### config.mk
export PLATFORM = sky130hd
export DESIGN_NAME = hdlc_datalink_transmitter
export DESIGN_NICKNAME = d
export VERILOG_FILES = /design/src/verilog/hdlc_datalink_transmitter.v
export VERILOG_INCLUDE_DIRS = /design/src /design/src/verilog
export SDC_FILE = /design/constraint.sdc
export NUM_CORES = 1
export LEC_CHECK = 0
export ABC_CLOCK_PERIOD_IN_PS = 1900
export BUFFER_PORTS_ARGS = -buffer_cell sky130_fd_sc_hd__buf_2
export CAP_MARGIN = 20
export CORE_AREA = 2 2 88 90
export DETAILED_ROUTE_END_ITERATION = 8
export DIE_AREA = 0 0 90 92
export HOLD_SLACK_MARGIN = 0.05
export PLACE_DENSITY = 0.8
export REMOVE_ABC_BUFFERS = 1
export SYNTH_ARGS = -nofsm -noshare
export SYNTH_HDL_FRONTEND = slang
export SYNTH_SLANG_ARGS = --single-unit
### constraint.sdc
create_clock -name i_clock -period 1.9 [get_ports i_clock]
set_input_delay 0.095 -clock i_clock [delete_from_list [all_inputs] [get_ports i_clock]]
set_output_delay 0.095 -clock i_clock [all_outputs]
set_load 0.1 [all_outputs]
### src/verilog/hdlc_tx_defs.vh
/*
  Constants for the HDLC data link transmitter: register offsets, field
  positions, reset values, line patterns and CRC constants.
  Assumes inclusion by bare name from the design file; definitions only.
*/
`ifndef HDLC_TX_DEFS_VH
`define HDLC_TX_DEFS_VH

// Register byte offsets on the 8-bit register port
`define DL_TX_CONFIG_ADDR 8'h34
`define DL_TX_STATUS_ADDR 8'h35
`define DL_TX_DATA_ADDR 8'h36
`define DL_TX_OPTIONS_ADDR 8'h3F

// Configuration fields
`define CFG_ENABLE_BIT 0
`define CFG_CRC_BIT 1
`define CFG_ABORT_BIT 2
`define CFG_IRQ_GATE_BIT 3
`define CFG_EOP_BIT 4

// Status fields
`define STAT_UNDERRUN_BIT 0
`define STAT_BYTE_REQ_BIT 1

// Options fields
`define OPT_ROUTE_BIT 0

// Reset values
`define CONFIG_RESET 5'h00
`define UNDERRUN_RESET 1'b0
`define BYTE_REQ_RESET 1'b1
`define ROUTE_RESET 1'b0

// Line patterns, sent least significant bit first
`define FLAG_PATTERN 16'h007E
`define ABORT_PATTERN 16'h007F
`define ONES_PATTERN 16'h00FF

// Frame check sequence: x^16 + x^12 + x^5 + 1
`define CRC_POLY 16'h1021
`define CRC_INIT 16'hFFFF

// Bit counts per unit and transparency run length
`define BYTE_LAST 4'h7
`define FCS_LAST 4'hF
`define STUFF_RUN 3'h5

`endif

### src/verilog/hdlc_datalink_transmitter.v
/*
  HDLC transmitter for a T1 facility data link: register port, byte
  holding register, flag/abort/idle generation, zero insertion, CRC-16.
  Assumes the transmit framer pulses i_bit_strobe once per data link bit
  slot (synchronous to i_clock) and samples o_dl_bit after that pulse.
*/
// Added by the designer: the plain strobed port.
`timescale 1ns/1ns
`include "hdlc_tx_defs.vh"

module hdlc_datalink_transmitter (
    input wire i_clock,
    input wire i_reset,
    input wire [7:0] i_addr,
    input wire [7:0] i_wdata,
    input wire i_write,
    input wire i_read,
    output reg [7:0] o_rdata,
    input wire i_bit_strobe,
    output wire o_dl_bit,
    output wire o_datalink_irq_out,
    output wire o_cpu_irq_n
);

    localparam ST_IDLE = 3'd0;
    localparam ST_FLAG = 3'd1;
    localparam ST_DATA = 3'd2;
    localparam ST_FCS = 3'd3;
    localparam ST_ABORT = 3'd4;
    localparam ST_UDR_ABORT = 3'd5;
    localparam ST_UDR_FLAG = 3'd6;
    localparam ST_ALL_ONES = 3'd7;

    // One serial step of the CRC; data enters least significant bit first
    function [15:0] crc_step;
        input [15:0] crc;
        input din;
        begin
            if (crc[15] ^ din) begin
                crc_step = {crc[14:0], 1'b0} ^ `CRC_POLY;
            end else begin
                crc_step = {crc[14:0], 1'b0};
            end
        end
    endfunction

    reg enable_ff;
    reg crc_enable_ff;
    reg abort_request_ff;
    reg irq_gate_bit_ff;
    reg end_of_packet_mark_ff;
    reg underrun_flag_ff;
    reg route_enable_ff;
    reg [7:0] hold_data_ff;
    reg hold_full_ff;
    reg [2:0] state_ff;
    reg [15:0] shift_ff;
    reg [15:0] crc_ff;
    reg [3:0] bit_count_ff;
    reg [2:0] ones_ff;
    reg line_bit_ff;

    reg [2:0] nxt_state;
    reg nxt_udr_set;
    wire cfg_write;
    wire stat_write;
    wire data_write;
    wire opt_write;
    wire stuff_now;
    wire cur_bit;
    wire unit_last;
    wire advance;
    wire load_byte;
    wire [15:0] crc_upd;
    wire packet_close;
    wire byte_request;

    assign cfg_write = i_write && (i_addr == `DL_TX_CONFIG_ADDR);
    assign stat_write = i_write && (i_addr == `DL_TX_STATUS_ADDR);
    assign data_write = i_write && (i_addr == `DL_TX_DATA_ADDR);
    assign opt_write = i_write && (i_addr == `DL_TX_OPTIONS_ADDR);

    assign byte_request = ~hold_full_ff;

    // Zero insertion also covers a run of five ones that closes a byte
    assign stuff_now = (ones_ff == `STUFF_RUN) && (state_ff != ST_IDLE);

    assign cur_bit = (state_ff == ST_FCS) ? shift_ff[15] : shift_ff[0];

    assign unit_last = (state_ff == ST_IDLE) ||
        (bit_count_ff == ((state_ff == ST_FCS) ? `FCS_LAST : `BYTE_LAST));

    assign advance = i_bit_strobe && enable_ff && !stuff_now;

    assign crc_upd = (state_ff == ST_DATA) ? crc_step(crc_ff, cur_bit) : crc_ff;

    assign load_byte = advance && unit_last && (nxt_state == ST_DATA);

    // A byte still held when the mark is set is the closing byte, so wait for it
    assign packet_close = advance && unit_last && (state_ff == ST_DATA) &&
        end_of_packet_mark_ff && !abort_request_ff && !hold_full_ff;

    // Next unit once the current byte or pattern is fully out
    always @* begin
        nxt_state = ST_FLAG;
        nxt_udr_set = 1'b0;
        if (abort_request_ff) begin
            nxt_state = ST_ABORT;
        end else begin
            case (state_ff)
                ST_DATA: begin
                    if (hold_full_ff) begin
                        nxt_state = ST_DATA;
                    end else if (end_of_packet_mark_ff) begin
                        nxt_state = crc_enable_ff ? ST_FCS : ST_FLAG;
                    end else begin
                        nxt_state = ST_UDR_ABORT;
                        nxt_udr_set = 1'b1;
                    end
                end
                ST_FCS: begin
                    nxt_state = ST_FLAG;
                end
                ST_UDR_ABORT: begin
                    nxt_state = ST_UDR_FLAG;
                end
                ST_UDR_FLAG: begin
                    if (underrun_flag_ff) begin
                        nxt_state = ST_ALL_ONES;
                    end else if (hold_full_ff) begin
                        nxt_state = ST_DATA;
                    end else begin
                        nxt_state = ST_FLAG;
                    end
                end
                ST_ALL_ONES: begin
                    // Leaving idle ones needs an opening flag before any data
                    nxt_state = underrun_flag_ff ? ST_ALL_ONES : ST_FLAG;
                end
                ST_FLAG: begin
                    nxt_state = hold_full_ff ? ST_DATA : ST_FLAG;
                end
                ST_IDLE, ST_ABORT: begin
                    nxt_state = ST_FLAG;
                end
                default: begin
                    nxt_state = ST_FLAG;
                end
            endcase
        end
    end

    // Configuration and option registers
    always @(posedge i_clock or posedge i_reset) begin
        if (i_reset) begin
            enable_ff <= 1'b0;
            crc_enable_ff <= 1'b0;
            abort_request_ff <= 1'b0;
            irq_gate_bit_ff <= 1'b0;
            end_of_packet_mark_ff <= 1'b0;
            route_enable_ff <= `ROUTE_RESET;
        end else begin
            if (cfg_write) begin
                enable_ff <= i_wdata[`CFG_ENABLE_BIT];
                crc_enable_ff <= i_wdata[`CFG_CRC_BIT];
                abort_request_ff <= i_wdata[`CFG_ABORT_BIT];
                irq_gate_bit_ff <= i_wdata[`CFG_IRQ_GATE_BIT];
            end
            // A software set in the closing cycle wins over the self-clear
            if (cfg_write && i_wdata[`CFG_EOP_BIT]) begin
                end_of_packet_mark_ff <= 1'b1;
            end else if (packet_close) begin
                end_of_packet_mark_ff <= 1'b0;
            end else if (cfg_write) begin
                end_of_packet_mark_ff <= 1'b0;
            end
            if (opt_write) begin
                route_enable_ff <= i_wdata[`OPT_ROUTE_BIT];
            end
        end
    end

    // Holding register and underrun flag
    always @(posedge i_clock or posedge i_reset) begin
        if (i_reset) begin
            hold_data_ff <= 8'h00;
            hold_full_ff <= 1'b0;
            underrun_flag_ff <= `UNDERRUN_RESET;
        end else begin
            if (data_write) begin
                hold_data_ff <= i_wdata;
            end
            // A write landing with the load keeps the register full
            if (data_write) begin
                hold_full_ff <= 1'b1;
            end else if (load_byte) begin
                hold_full_ff <= 1'b0;
            end
            if (advance && unit_last && nxt_udr_set) begin
                underrun_flag_ff <= 1'b1;
            end else if (stat_write && !i_wdata[`STAT_UNDERRUN_BIT]) begin
                underrun_flag_ff <= 1'b0;
            end
        end
    end

    // Serialiser
    always @(posedge i_clock or posedge i_reset) begin
        if (i_reset) begin
            state_ff <= ST_IDLE;
            shift_ff <= `ONES_PATTERN;
            crc_ff <= `CRC_INIT;
            bit_count_ff <= 4'h0;
            ones_ff <= 3'h0;
            line_bit_ff <= 1'b1;
        end else if (i_bit_strobe) begin
            if (!enable_ff) begin
                // Inactive link idles marking; restart begins with a flag, or with an abort if the abort bit is set
                state_ff <= ST_IDLE;
                shift_ff <= `ONES_PATTERN;
                bit_count_ff <= 4'h0;
                ones_ff <= 3'h0;
                line_bit_ff <= 1'b1;
            end else if (stuff_now) begin
                line_bit_ff <= 1'b0;
                ones_ff <= 3'h0;
            end else begin
                line_bit_ff <= cur_bit;
                if ((state_ff == ST_DATA) || (state_ff == ST_FCS)) begin
                    ones_ff <= cur_bit ? ones_ff + 3'h1 : 3'h0;
                end else begin
                    ones_ff <= 3'h0;
                end
                crc_ff <= crc_upd;
                if (!unit_last) begin
                    bit_count_ff <= bit_count_ff + 4'h1;
                    if (state_ff == ST_FCS) begin
                        shift_ff <= {shift_ff[14:0], 1'b0};
                    end else begin
                        shift_ff <= {1'b0, shift_ff[15:1]};
                    end
                end else begin
                    state_ff <= nxt_state;
                    bit_count_ff <= 4'h0;
                    case (nxt_state)
                        ST_DATA: begin
                            shift_ff <= {8'h00, hold_data_ff};
                            if (state_ff != ST_DATA) begin
                                crc_ff <= `CRC_INIT;
                            end
                        end
                        ST_FCS: begin
                            shift_ff <= crc_upd;
                        end
                        ST_ABORT, ST_UDR_ABORT: begin
                            shift_ff <= `ABORT_PATTERN;
                        end
                        ST_ALL_ONES: begin
                            shift_ff <= `ONES_PATTERN;
                        end
                        default: begin
                            shift_ff <= `FLAG_PATTERN;
                        end
                    endcase
                end
            end
        end
    end

    // Register reads answer one cycle after the strobe
    always @(posedge i_clock or posedge i_reset) begin
        if (i_reset) begin
            o_rdata <= 8'h00;
        end else if (i_read) begin
            case (i_addr)
                `DL_TX_CONFIG_ADDR: begin
                    o_rdata <= {3'b000, end_of_packet_mark_ff, irq_gate_bit_ff,
                        abort_request_ff, crc_enable_ff, enable_ff};
                end
                `DL_TX_STATUS_ADDR: begin
                    o_rdata <= {6'h00, byte_request, underrun_flag_ff};
                end
                `DL_TX_DATA_ADDR: begin
                    o_rdata <= hold_data_ff;
                end
                `DL_TX_OPTIONS_ADDR: begin
                    o_rdata <= {7'h00, route_enable_ff};
                end
                default: begin
                    o_rdata <= 8'h00;
                end
            endcase
        end else begin
            o_rdata <= 8'h00;
        end
    end

    assign o_dl_bit = line_bit_ff;
    assign o_datalink_irq_out = irq_gate_bit_ff && byte_request;
    assign o_cpu_irq_n = ~(o_datalink_irq_out && route_enable_ff);

endmodule

==> flow_summary.json <==
{
  "hold_path_class": "primary input to flip-flop",
  "grt_pass1_vias": 3562,
  "hold_viol_final": 0,
  "min_period_over_period_pct": 114,
  "cp-end-kind": "flip-flop",
  "first_iter_violations": 486,
  "wl_per_cell_um": 22.2,
  "fin_cells": 612,
  "cts.sinks": 67,
  "max_slew.worst_pin.slew_ns": 0.575,
  "numPortBuffers": 31,
  "gp_congestion": 0.949,
  "layout_min_cycle_time_ns": 2.16,
  "cp_num_cells": 6,
  "cts_made_buffers": 9,
  "ys_ff_latch": 67,
  "p_per_area_nw_per_um2": 537,
  "grt_pass1_wl_mm": 17.6,
  "syn_to_final_growth_pct": 44.5,
  "pin_count": 32,
  "failed_checks": "setup timing",
  "stdcell_area_um2": 5540,
  "reg2reg_from": "state_ff[2]",
  "dr_total_vias": 4022,
  "synth_area_um2": 3830,
  "ir_drop_v": 0.000447,
  "clk_pin_slew_worst_paths_ns": 0.07,
  "placed_cells": 559,
  "netlist_top_cells_count": "dfrtp_1, nand2_1, a21oi_1, dfstp_2, inv_1",
  "grt_max_degree": 37,
  "layout-drive-gt1-share_pct": 48.4,
  "synth_flop_cell": "dfrtp_1",
  "ys_seq_area_share_pct": 44.6,
  "clk_latency_ns": 0.36,
  "cp.required_ns": 2.13,
  "status": "finished, violations left",
  "crit_end": "shift_ff[0]",
  "rows": 32,
  "fin_tns_setup_ns": -3.77,
  "cp_max_fo": 8,
  "core_area_um2": 7450,
  "synthCells": 395,
  "hpwl_mm": 6.91,
  "wl_mm": 13.6,
  "start_kind": "flip-flop",
  "arrival_ns": 2.39,
  "postSynthAreaPerCell_um2": 9.70,
  "reg2reg_slack_ns": -0.26,
  "first_pass_iters": 6,
  "rr_worst_depth": 6,
  "grt_use_total_pct": 27.0,
  "synth_edf_count": 0,
  "die_h_um": 92,
  "async_flop_share_pct": 100,
  "clockBufferDepth": 2,
  "timing.rr.end": "shift_ff[0]",
  "crit_start": "state_ff[2]",
  "total_power_mw": 2.97,
  "setup_slack_ns": -0.259,
  "antenna_found_initial": 0,
  "htree_levels": 3,
  "critical_path.max_stage_delay_ns": 0.55,
  "setup_viol": 36,
  "start_util_pct": 51.4,
  "ant_nets": 0,
  "cts-root-buf": "clkbuf_8",
  "leakagePower_nw": 2.24,
  "critPathKind": "flip-flop to flip-flop",
  "overflow": 0,
  "final_max_slew_viol_count": 0,
  "crit_buf_inv": 1,
  "netlist_top_cells_area": "dfrtp_1, dfstp_2, mux2_2",
  "antennaDiodeCount": 0,
  "slew-limit-headroom_pct": 61.6,
  "crit_family": "compound AO/OA/AOI/OAI gates",
  "synth.most_common_cell": "dfrtp_1",
  "cts_tree": "done",
  "die_w_um": 90,
  "fmaxAchievable_mhz": 463,
  "drc": 0,
  "path_cells": "buf_6 > a21boi_2 > o2bb2ai_4 > or4b_4 > a21o_1 > a211oi_2",
  "final_nets": 529,
  "die_area_um2": 8280,
  "cp_slowest_cell": "or4b_4",
  "cap_violations": 0,
  "viasPerCell": 6.57,
  "rsz0062_at_grt": "yes",
  "post-place-ws_ns": -0.471,
  "place_area_um2": 4440,
  "netlist.area_leader.share_pct": 27.4,
  "skew_ns": 0.0121,
  "yosysTopAreaCell": "dfrtp_1",
  "synth_cell_types": 63,
  "yosys_warnings": 0
}
==> placed cells by master (no fill, tap or decap), drive strengths merged, types with 4 or more instances in the layout <==
cell type,netlist,layout
a2111oi,4,4
a211oi,6,6
a21o,4,4
a21oi,28,28
and2,5,5
buf,13,109
clkbuf,11,14
dfrtp,42,42
dfstp,25,25
dlygate4sd3,0,13
inv,24,24
mux2,19,19
mux2i,20,20
nand2,37,37
nand2b,5,5
nand3,10,10
nand4,4,4
nor2,23,23
nor3,8,8
o21a,5,5
o21ai,20,20
o221ai,7,7
o22ai,18,18
o32ai,5,5
==> layer usage <==
layer	GRT usage (%)	up-vias	share of wire [%]
li1	-	1678	-
met1	33.5	1972	35
met2	46.7	272	50
met3	5.42	100	8.1
met4	10.5	0	6.8
met5	0	-	0
==> sequential cells by signal, summed over array words and instances (netlist names) <==
| name | flops |
|---|---|
| crc_ff | 16 |
| hold_full_ff | 1 |
| state_ff | 3 |
| shift_ff | 16 |
| enable_ff | 1 |
| o_dl_bit | 1 |
| abort_request_ff | 1 |
| o_rdata | 8 |
| underrun_flag_ff | 1 |
| hold_data_ff | 8 |
| route_enable_ff | 1 |
| crc_enable_ff | 1 |
| bit_count_ff | 4 |
| irq_gate_bit_ff | 1 |
| end_of_packet_mark_ff | 1 |
| ones_ff | 3 |
==> logic make-up after synthesis <==
group	count (synthesis)	synth area share, %
and+or+nand+nor	114	15.2
xor gates and xnor gates	4	1.27
AOI/OAI and AO/OA	120	21.7
DFF	67	44.6
buffers and inverters	48	5.46
muxes	39	10.8
adders and majority gates	3	0.980
==> layout make-up <==
| cell class | instances | area (um2) |
|---|---|---|
| Tap cell | 102 | 128 |
| Fill cell | 456 | 1910 |
| Clock buffer | 13 | 160 |
| Timing Repair Buffer | 123 | 997 |
| Multi-Input combinational cell | 280 | 2430 |
| Inverter | 24 | 90.1 |
| Sequential cell | 67 | 1710 |
| Clock inverter | 3 | 15.0 |
==> worst min-delay path: stages <==
cell and delay (ns):
buf_2 0.08, nor3_1 0.06, nand3_1 0.12, a21oi_1 0.06
==> how the worst min path moves through the flow <==
| stage | startpoint | cells past startpoint | slack (ns) | endpoint |
|---|---|---|---|---|
| 6_report | i_addr[6] | 4 | 0.10 | o_rdata[0] |
| 4_1_cts | i_addr[6] | 4 | 0.06 | o_rdata[0] |
| 3_3_place_gp | i_reset | 3 | 0.20 | shift_ff[9] |
| 3_5_place_dp | i_reset | 3 | 0.21 | shift_ff[9] |
| 2_1_floorplan | i_addr[3] | 1 | 0.17 | o_rdata[1] |
| 5_1_grt | i_addr[7] | 4 | 0.11 | o_rdata[0] |
==> power breakdown <==
| group | total (mW) | internal (mW) | switching, mW |
|---|---|---|---|
| logic | 0.362 | 0.159 | 0.203 |
| clock network | 1.12 | 0.549 | 0.567 |
| registers | 1.49 | 1.46 | 0.0366 |
| total | 2.97 | 2.16 | 0.807 |
==> per-stage QoR <==
step,hold WS [ns],utilization (%)
4_1_cts,0.0630,67.3
6_report,0.102,74.3
3_5_place_dp,0.207,59.7
3_3_place_gp,0.198,59.7
2_1_floorplan,0.168,-
5_1_grt,0.112,74.3
==> repair_timing <==
item | in CTS | in global routing
setup buffers | 8 | 16
cloned | 0 | 1
pin swaps | 6 | 31
resized for setup | 46 | 83
endpoints found under the setup margin | 37 | 39
hold endpoints to repair | 61 | 0
hold buffers | 13 | 0
(Power assumes the default switching activity.)
